$ cat config.mk
export PLATFORM = sky130hd
export DESIGN_NAME = pcseq_top
export DESIGN_NICKNAME = d
export VERILOG_FILES = /design/src/logic/pcseq_pkg.sv /design/src/logic/pcseq_top.sv /design/src/logic/pcseq_irq_arb.sv /design/src/logic/pcseq_stack.sv
export VERILOG_INCLUDE_DIRS = /design/src /design/src/logic
export SDC_FILE = /design/constraint.sdc
export NUM_CORES = 1
export LEC_CHECK = 0
export ABC_CLOCK_PERIOD_IN_PS = 3300
export BUFFER_PORTS_ARGS = -buffer_cell sky130_fd_sc_hd__buf_2
export CELL_PAD_IN_SITES_DETAIL_PLACEMENT = 1
export CELL_PAD_IN_SITES_GLOBAL_PLACEMENT = 1
export CORE_MARGIN = 2
export CORE_UTILIZATION = 35
export DETAILED_ROUTE_END_ITERATION = 12
export PLACE_DENSITY_LB_ADDON = 0.1
export RECOVER_POWER = 25
export SLEW_MARGIN = 10
export SYNTH_ARGS = -nofsm -noshare
export SYNTH_HDL_FRONTEND = slang
export SYNTH_SLANG_ARGS = --single-unit
export TNS_END_PERCENT = 20
$ cat constraint.sdc
create_clock -name i_sys_clk -period 3.3 [get_ports i_sys_clk]
set_input_delay 0.33 -clock i_sys_clk [delete_from_list [all_inputs] [get_ports i_sys_clk]]
set_output_delay 0.33 -clock i_sys_clk [all_outputs]
set_load 0.02 [all_outputs]
$ cat src/logic/pcseq_params.svh
/*
  timing-free constants for the program counter sequencer: widths,
  vector addresses, reset values, stack geometry.
  assumes inclusion by bare name from logic/.
*/
`ifndef PCSEQ_PARAMS_SVH
`define PCSEQ_PARAMS_SVH

`define PCSEQ_ADDR_W        12
`define PCSEQ_WORD_W        16
`define PCSEQ_PAGE_BIT      11
`define PCSEQ_ADDR_MAX      12'hFFF
`define PCSEQ_CALL_MAX      12'h7FF
`define PCSEQ_PC_RESET      12'h000
`define PCSEQ_VEC_EXT       12'h004
`define PCSEQ_VEC_TMR12     12'h003
`define PCSEQ_VEC_BTM1      12'h002
`define PCSEQ_VEC_SER       12'h001
`define PCSEQ_STACK_DEPTH   5
`define PCSEQ_SP_W          4
`define PCSEQ_SP_RESET      4'h5
`define PCSEQ_IRQ_N         4

`endif

$ cat src/logic/pcseq_pkg.sv
/*
  types shared by the sequencer and its helpers.
  assumes pcseq_params.svh sits beside it.
*/
`include "pcseq_params.svh"

package pcseq_pkg;

  typedef logic [`PCSEQ_ADDR_W-1:0] pcseq_addr_type;
  typedef logic [`PCSEQ_WORD_W-1:0] pcseq_word_type;

  // flow operation decoded by the instruction decoder
  typedef enum logic [3:0] {
    PCSEQ_OP_SEQ          = 4'h0,
    PCSEQ_OP_JUMP         = 4'h1,
    PCSEQ_OP_JUMP_IND     = 4'h2,
    PCSEQ_OP_CALL         = 4'h3,
    PCSEQ_OP_CALL_IND     = 4'h4,
    PCSEQ_OP_TABLE_LOOKUP = 4'h5,
    PCSEQ_OP_RETURN       = 4'h6,
    PCSEQ_OP_RETURN_SKIP  = 4'h7,
    PCSEQ_OP_IRQ_RETURN   = 4'h8
  } pcseq_op_type;

  // one-hot sequencer states
  typedef enum logic [2:0] {
    PCSEQ_ST_RUN   = 3'h1,
    PCSEQ_ST_TABLE = 3'h2,
    PCSEQ_ST_SKIP  = 3'h4
  } pcseq_state_type;

endpackage : pcseq_pkg

$ cat src/logic/pcseq_top.sv
/*
  program counter sequencer: next fetch address, table lookup into the
  data buffer, calls, returns, interrupt vectors.
  assumes a decoder supplies a one-cycle op strobe with operand, and a
  synchronous program memory returning the word one cycle after address.
*/
`timescale 1ns/1ps
`default_nettype none

`include "pcseq_params.svh"

// What this block does
// - instruction store holds 4,096 words of sixteen bits.
// - fetch addresses span 0000H through 0FFFH only.
// - each fetch returns one full sixteen-bit instruction.
// - fetch address counter is 12 bits; bit 11 is the page.
// - direct jump takes page from opcode, low bits from operand.
// - indirect jump loads all twelve bits from the pointer register.
// - direct call forces bit 11 low, operand supplies lower bits.
// - indirect call loads full target from the pointer register.
// - table lookup reads word at pointer into the data buffer.
// - all three returns reload counter from selected stack entry.
// - accepted interrupt loads the source's fixed vector.
// - power-on or chip-enable reset clears the counter to zero.
// - vectors: pin 0004H, timer12 0003H, btimer1 0002H, serial 0001H.
// - call, lookup, interrupt pre-decrement pointer, then store return.
// - stack holds five twelve-bit entries, sixth has no storage.
module pcseq_top
  import pcseq_pkg::*;
(
  input  wire logic                    i_sys_clk,
  input  wire logic                    i_rst,
  input  wire logic                    i_ce_rst,
  input  wire logic                    i_op_valid,
  input  wire logic [3:0]              i_op,
  input  wire logic                    i_jump_page,
  input  wire logic [10:0]             i_operand,
  input  wire pcseq_addr_type          i_address_pointer_register,
  input  wire logic [`PCSEQ_IRQ_N-1:0] i_irq_req,
  input  wire logic                    i_irq_enable,
  input  wire pcseq_word_type          i_mem_rdata,
  output pcseq_addr_type               o_fetch_address_counter,
  output pcseq_addr_type               o_mem_addr,
  output logic [`PCSEQ_IRQ_N-1:0]      o_irq_ack,
  output pcseq_word_type               o_data_buffer,
  output logic                         o_data_buffer_valid,
  output logic                         o_skip_next,
  output logic [`PCSEQ_SP_W-1:0]       o_stack_pointer,
  output logic                         o_busy
);

  pcseq_state_type state_q;
  pcseq_state_type state_d;
  pcseq_addr_type  pc_q;
  pcseq_addr_type  pc_d;
  pcseq_addr_type  mem_addr_q;
  pcseq_addr_type  stack_top;
  pcseq_addr_type  irq_vector;
  pcseq_addr_type  pc_inc;
  pcseq_addr_type  push_addr;
  pcseq_addr_type  jump_target;
  pcseq_addr_type  call_target;
  pcseq_word_type  data_buffer_q;
  logic            data_buffer_valid_q;
  logic            skip_q;
  logic [`PCSEQ_IRQ_N-1:0] irq_grant;
  logic [`PCSEQ_IRQ_N-1:0] irq_ack_q;
  logic            irq_any;
  logic            irq_take;
  logic            push;
  logic            pop;
  pcseq_op_type    op;

  // codes 9 to F fall to the sequential default
  assign op = pcseq_op_type'(i_op);

  assign pc_inc = pc_q + 12'h001;

  assign jump_target = {i_jump_page, i_operand};
  // direct call lands in page 0
  assign call_target = {1'b0, i_operand};

  // fixed priority picks one source per take
  pcseq_irq_arb u_irq_arb (
    .i_req    (i_irq_req),
    .o_any    (irq_any),
    .o_grant  (irq_grant),
    .o_vector (irq_vector)
  );

  // interrupts are only taken between instructions in the run state
  assign irq_take = irq_any && i_irq_enable &&
                    (state_q == PCSEQ_ST_RUN) && !i_op_valid;

  always_comb begin
    push      = 1'b0;
    push_addr = pc_inc;
    if (irq_take) begin
      push      = 1'b1;
      // the word at pc_q was fetched but has not run: it is the return
      push_addr = pc_q;
    end else if (state_q == PCSEQ_ST_RUN && i_op_valid) begin
      case (op)
        PCSEQ_OP_CALL,
        PCSEQ_OP_CALL_IND,
        PCSEQ_OP_TABLE_LOOKUP: begin
          push = 1'b1;
        end
        default: begin
          push = 1'b0;
        end
      endcase
    end
  end

  // pop on returns and at the end of a table lookup
  always_comb begin
    pop = 1'b0;
    if (state_q == PCSEQ_ST_TABLE) begin
      pop = 1'b1;
    end else if (state_q == PCSEQ_ST_RUN && i_op_valid && !irq_take) begin
      case (op)
        PCSEQ_OP_RETURN,
        PCSEQ_OP_RETURN_SKIP,
        PCSEQ_OP_IRQ_RETURN: begin
          pop = 1'b1;
        end
        default: begin
          pop = 1'b0;
        end
      endcase
    end
  end

  // nesting past five is not guarded: the program must avoid it
  pcseq_stack #(
    .DEPTH (`PCSEQ_STACK_DEPTH)
  ) u_stack (
    .i_sys_clk   (i_sys_clk),
    .i_rst       (i_rst),
    .i_soft_rst  (i_ce_rst),
    .i_push      (push),
    .i_pop       (pop),
    .i_push_addr (push_addr),
    .o_top       (stack_top),
    .o_sp        (o_stack_pointer)
  );

  // next counter value and state
  always_comb begin
    pc_d    = pc_q;
    state_d = state_q;
    case (state_q)
      PCSEQ_ST_RUN: begin
        if (irq_take) begin
          pc_d = irq_vector;
        end else if (i_op_valid) begin
          case (op)
            PCSEQ_OP_JUMP: begin
              pc_d = jump_target;
            end
            PCSEQ_OP_JUMP_IND,
            PCSEQ_OP_CALL_IND: begin
              pc_d = i_address_pointer_register;
            end
            PCSEQ_OP_CALL: begin
              pc_d = call_target;
            end
            PCSEQ_OP_TABLE_LOOKUP: begin
              pc_d    = i_address_pointer_register;
              state_d = PCSEQ_ST_TABLE;
            end
            PCSEQ_OP_RETURN,
            PCSEQ_OP_IRQ_RETURN: begin
              pc_d = stack_top;
            end
            PCSEQ_OP_RETURN_SKIP: begin
              pc_d    = stack_top;
              state_d = PCSEQ_ST_SKIP;
            end
            default: begin
              pc_d = pc_inc;
            end
          endcase
        end
      end
      PCSEQ_ST_TABLE: begin
        // lookup done: resume at the saved return address
        pc_d    = stack_top;
        state_d = PCSEQ_ST_RUN;
      end
      PCSEQ_ST_SKIP: begin
        // the returned-to instruction is skipped
        pc_d    = pc_inc;
        state_d = PCSEQ_ST_RUN;
      end
      default: begin
        // an illegal state code recovers to run from address zero
        pc_d    = `PCSEQ_PC_RESET;
        state_d = PCSEQ_ST_RUN;
      end
    endcase
  end

  always_ff @(posedge i_sys_clk or posedge i_rst) begin
    if (i_rst) begin
      pc_q <= `PCSEQ_PC_RESET;
    end else if (i_ce_rst) begin
      pc_q <= `PCSEQ_PC_RESET;
    end else begin
      pc_q <= pc_d;
    end
  end

  // chip-enable reset also abandons a table or skip in flight
  always_ff @(posedge i_sys_clk or posedge i_rst) begin
    if (i_rst) begin
      state_q <= PCSEQ_ST_RUN;
    end else if (i_ce_rst) begin
      state_q <= PCSEQ_ST_RUN;
    end else begin
      state_q <= state_d;
    end
  end

  // one word per fetch
  // registered from pc_d so the address moves together with pc_q
  always_ff @(posedge i_sys_clk or posedge i_rst) begin
    if (i_rst) begin
      mem_addr_q <= `PCSEQ_PC_RESET;
    end else if (i_ce_rst) begin
      mem_addr_q <= `PCSEQ_PC_RESET;
    end else begin
      mem_addr_q <= pc_d;
    end
  end

  // capture into data buffer
  // chip-enable reset leaves the buffer contents alone
  always_ff @(posedge i_sys_clk or posedge i_rst) begin
    if (i_rst) begin
      data_buffer_q <= 16'h0000;
    end else if (state_q == PCSEQ_ST_TABLE && !i_ce_rst) begin
      data_buffer_q <= i_mem_rdata;
    end
  end

  always_ff @(posedge i_sys_clk or posedge i_rst) begin
    if (i_rst) begin
      data_buffer_valid_q <= 1'b0;
    end else begin
      data_buffer_valid_q <= (state_q == PCSEQ_ST_TABLE) && !i_ce_rst;
    end
  end

  // one-cycle echo of the grant so the source can drop its request
  always_ff @(posedge i_sys_clk or posedge i_rst) begin
    if (i_rst) begin
      irq_ack_q <= 4'h0;
    end else if (irq_take && !i_ce_rst) begin
      irq_ack_q <= irq_grant;
    end else begin
      irq_ack_q <= 4'h0;
    end
  end

  // the decoder voids the word after a skipping return on this pulse
  always_ff @(posedge i_sys_clk or posedge i_rst) begin
    if (i_rst) begin
      skip_q <= 1'b0;
    end else begin
      skip_q <= (state_q == PCSEQ_ST_SKIP) && !i_ce_rst;
    end
  end

  assign o_fetch_address_counter = pc_q;
  assign o_mem_addr              = mem_addr_q;
  assign o_irq_ack               = irq_ack_q;
  assign o_data_buffer           = data_buffer_q;
  assign o_data_buffer_valid     = data_buffer_valid_q;
  assign o_skip_next             = skip_q;
  // decoder must hold off while the sequencer owns the fetch slot
  assign o_busy                  = (state_q != PCSEQ_ST_RUN);

endmodule : pcseq_top

`default_nettype wire

$ cat src/logic/pcseq_irq_arb.sv
/*
  fixed priority interrupt arbiter producing the vector address.
  assumes request lines are already synchronous to i_sys_clk.
*/
`timescale 1ns/1ps
`default_nettype none

`include "pcseq_params.svh"

module pcseq_irq_arb
  import pcseq_pkg::*;
(
  input  wire logic [`PCSEQ_IRQ_N-1:0] i_req,
  output logic                         o_any,
  output logic [`PCSEQ_IRQ_N-1:0]      o_grant,
  output pcseq_addr_type               o_vector
);

  always_comb begin
    o_grant  = 4'h0;
    o_vector = `PCSEQ_PC_RESET;
    if (i_req[3]) begin
      o_grant  = 4'h8;
      o_vector = `PCSEQ_VEC_EXT;
    end else if (i_req[2]) begin
      o_grant  = 4'h4;
      o_vector = `PCSEQ_VEC_TMR12;
    end else if (i_req[1]) begin
      o_grant  = 4'h2;
      o_vector = `PCSEQ_VEC_BTM1;
    end else if (i_req[0]) begin
      o_grant  = 4'h1;
      o_vector = `PCSEQ_VEC_SER;
    end
  end

  assign o_any = |i_req;

endmodule : pcseq_irq_arb

`default_nettype wire

$ cat src/logic/pcseq_stack.sv
/*
  return address stack: five 12-bit entries, pointer starts at 5.
  assumes at most one of push or pop per cycle.
*/
`timescale 1ns/1ps
`default_nettype none

`include "pcseq_params.svh"

module pcseq_stack
  import pcseq_pkg::*;
#(
  parameter int DEPTH = `PCSEQ_STACK_DEPTH
) (
  input  wire logic                    i_sys_clk,
  input  wire logic                    i_rst,
  input  wire logic                    i_soft_rst,
  input  wire logic                    i_push,
  input  wire logic                    i_pop,
  input  wire pcseq_addr_type          i_push_addr,
  output pcseq_addr_type               o_top,
  output logic [`PCSEQ_SP_W-1:0]       o_sp
);

  localparam int SP_W = `PCSEQ_SP_W;

  logic [`PCSEQ_SP_W-1:0] sp_q;
  logic [`PCSEQ_SP_W-1:0] sp_dec;
  pcseq_addr_type         entry_q [DEPTH];

  assign sp_dec = sp_q - 4'h1;
  assign o_sp   = sp_q;

  always_ff @(posedge i_sys_clk or posedge i_rst) begin
    if (i_rst) begin
      sp_q <= `PCSEQ_SP_RESET;
    end else if (i_soft_rst) begin
      sp_q <= `PCSEQ_SP_RESET;
    end else if (i_push) begin
      sp_q <= sp_dec;
    end else if (i_pop) begin
      sp_q <= sp_q + 4'h1;
    end
  end

  for (genvar g = 0; g < DEPTH; g++) begin : g_entry
    always_ff @(posedge i_sys_clk or posedge i_rst) begin
      if (i_rst) begin
        entry_q[g] <= `PCSEQ_PC_RESET;
      end else if (i_push && sp_dec == SP_W'(g)) begin
        entry_q[g] <= i_push_addr;
      end
    end
  end

  // the missing sixth position reads as zero
  always_comb begin
    o_top = `PCSEQ_PC_RESET;
    for (int k = 0; k < DEPTH; k++) begin
      if (sp_q == k[`PCSEQ_SP_W-1:0]) begin
        o_top = entry_q[k];
      end
    end
  end

endmodule : pcseq_stack

`default_nettype wire

==> flow_metrics.tcl <==
set metrics [dict create \
    hold_viol 0 \
    syn_inst 662 \
    path_class "register to register" \
    postCtsHoldBufs 0 \
    timing.fmax_mhz 391 \
    slew_viol_final 86 \
    synth_compound_area_share_pct 23.1 \
    clkTransAtPathRegs_ns 0.08 \
    synthesis.nets 724 \
    worstSetupEndpointType "register" \
    path_cells "inv_1, ha_1, a21oi_1, a221oi_1, o22a_1, a21oi_1, o32ai_1" \
    hp-class "input port to register" \
    post_cts_buffers 0 \
    ir_worst_vdd_uv 251 \
    syn_area_um2 5790 \
    slowest_stage "ha_1" \
    fp-row-count 47 \
    power.density_nw_per_um2 526 \
    cts_resized 0 \
    setup_viol 0 \
    antenna_found_initial 0 \
    drc 0 \
    cp.required_ns 3.56 \
    grt_use_total_pct 21.4 \
    antenna_cells 0 \
    worstPathArrival_ns 2.82 \
    die_h_um 133 \
    cts_root_buf "clkbuf_16" \
    rsz0062_at_grt "false" \
    synth_top_family_by_area "compound AO/OA/AOI/OAI gates" \
    violations "max-capacitance violations, max-slew violations" \
    die_w_um 133 \
    fin_nets 797 \
    htreeDepth 3 \
    synth_mux_area_share_pct 3.63 \
    post-route-period-util_pct 77.6 \
    skew_ns 0.00656 \
    firstDrtPassIters 4 \
    cts_buffer_depth 2 \
    die_area_um2 17600 \
    tns_ns 0 \
    cts_buffers 9 \
    yosysSeqAreaShare_pct 43.7 \
    synthArstFlopShare_pct 100 \
    crit_buf_inv 1 \
    synth_top_flop_cell "dfrtp_1" \
    drt_wl_total_um 18300 \
    utilization_pct 41.0 \
    grt_pass1_wl_um 29500 \
    synth_top_cell_by_area "dfrtp_1" \
    grt_pass1_vias 5400 \
    detail_route.iter0.violations 252 \
    cap_viol_max_count 1 \
    gp_congestion 0.829 \
    crit_family "compound AO/OA/AOI/OAI gates" \
    insertion_delay_ns 0.36 \
    drive_above_1_share_pct 22.8 \
    grt_overflow 0 \
    grt_max_degree 86 \
    coreArea_um2 16400 \
    synth-edff-count 0 \
    hpwlAfterDp_um 13500 \
    worstMarginPinSlew_ns 1.82 \
    period_needed_ns 2.56 \
    critPathMaxStageDelay_ns 0.72 \
    area_growth_pct 16.2 \
    p_leak_nw 3.05 \
    io_pins 104 \
    synthAdderAreaFrac_pct 1.94 \
    path_max_fanout 24 \
    synth_cell_type_count 66 \
    yosysWarnings 0 \
    initial_utilization_pct 35.3 \
    synth_area_leaders "dfrtp_1 42%, o21ai_0 6.7%, nand2_1 6.5%" \
    setup.worst_path.start_class "register" \
    synth_top_area_share_pct 42.3 \
    synth-simple-area-share_pct 17.9 \
    cts_num_sinks 101 \
    cts_tree "built" \
    ant_nets 0 \
    port_buffers 103 \
    path_common_cell "a21oi_1" \
    avgSynthCellArea_um2 8.75 \
    vias_per_cell 5.37 \
    synth_xor_area_share_pct 4.23 \
    relSlewSlack_pct -21.4 \
    ys_ff_latch 101 \
    status "finished with violations" \
    wire_per_inst_um 19.1 \
    num_vias 5158 \
]
==> final cells by class <==
cell class / count / area, um^2
multi-input cells: 488 / 2950
clock buffers: 9 / 225
repair buffers: 118 / 628
flip-flops and latches: 101 / 2530
fillers: 1959 / 9670
clock inverters: 7 / 57.6
inverters: 17 / 63.8
well taps: 220 / 275
==> cells in the final DEF (no fill, tap or decap), types with 4 or more instances in the layout <==
cell	instances
a21boi_0	4
nor2_1	42
nand3_1	5
inv_1	15
a22oi_1	7
xor2_1	18
or3_1	4
buf_2	103
a2bb2oi_1	9
nand3b_1	7
nand2_1	101
a211oi_1	8
nor3_1	13
a221oi_1	4
xnor2_1	10
dfrtp_1	98
nand2b_1	11
o21a_1	6
and3_1	5
ha_1	9
a21oi_1	50
buf_4	15
mux2_2	16
o21ai_0	77
nor2b_1	9
clkbuf_16	9
o22ai_1	6
a31oi_1	7
a21o_1	5
nor4_1	5
==> final timing paths <==
check                                     from  cells past startpoint  slack (ns)                   to
min reg2reg                u_stack.entry_q[24]                      2        0.48  u_stack.entry_q[24]
min                             i_mem_rdata[2]                      2        0.19     o_data_buffer[2]
min in group asynchronous                i_rst                      2        0.57  u_stack.entry_q[45]
max in group asynchronous                i_rst                      3        1.64     o_data_buffer[8]
max                            u_stack.o_sp[1]                      7        0.74        o_mem_addr[6]
max reg2reg                    u_stack.o_sp[1]                      7        0.74        o_mem_addr[6]
==> registers in the layout (all words and copies together) (netlist names) <==
signal               flops
o_mem_addr              12
o_data_buffer           16
o_irq_ack                4
o_skip_next              1
u_stack.o_sp             4
u_stack.entry_q         60
o_data_buffer_valid      1
state_q                  3
==> layer usage <==
metal	track usage (%)	part of all wire, %	wire length, um	vias up
li1	-	-	-	2458
met1	28.2	45	8320	2564
met2	36.1	48	8850	119
met3	3.22	5.1	927	17
met4	6.87	1.3	244	0
met5	0	0	0	-
==> kinds of logic (layout without fill, tap and decap cells) <==
group	after synthesis	after routing
AND/OR/NAND/NOR	221	221
AO/OA/AOI/OAI	211	211
flip-flops	101	101
buffers and inverters	73	151
XOR/XNOR	28	28
multiplexers	19	19
adder cells (fa/ha/maj)	9	9
==> worst reg2reg max path, stage by stage (launching register included) <==
cell and delay, ns:
dfrtp_1 0.50, inv_1 0.18, ha_1 0.72, a21oi_1 0.17, a221oi_1 0.32, o22a_1 0.22, a21oi_1 0.07, o32ai_1 0.29
==> report_power, final <==
group,internal [mW],leakage [nW],switching (mW)
Clock,0.523,0.134,0.526
Combinational,0.319,1.58,0.549
Sequential,1.45,1.34,0.168
==> per-stage QoR <==
step	instances	setup WS [ns]	total power [mW]	hold WS (ns)	cell area, um^2
floorplan	662	0.328	2.20	0.441	5790
global placement	944	0.741	2.49	0.459	6450
detailed placement	944	0.715	2.53	0.470	6450
CTS	960	0.703	3.59	0.183	6740
global route	960	0.533	3.76	0.192	6730
finish	960	0.740	3.54	0.194	6730
==> Yosys cell counts (3+ instances only) <==
master       n
o22ai_1      6
nand2b_1    11
dfrtp_1     98
ha_1         9
nor4_1       5
nor2b_1      9
buf_1        3
nand2_1    101
nor2_1      42
nor3_1      13
a31oi_1      7
mux2i_1      3
a211o_1      3
nand4_1      3
inv_1       16
or2_2        3
xnor2_1     10
a21boi_0     4
a21oi_1     50
and2_1       3
o21ai_0     77
nand3b_1     7
mux2_2      16
clkbuf_1    38
xor2_1      18
a21o_1       5
nand3_1      5
a2111oi_0    3
buf_4       12
and3_1       5
a221oi_1     4
a2bb2oi_1    9
o21a_1       6
or3_1        4
a22oi_1      7
a211oi_1     8
dfstp_2      3
No activity file was read; power rests on OpenSTA's default activity.
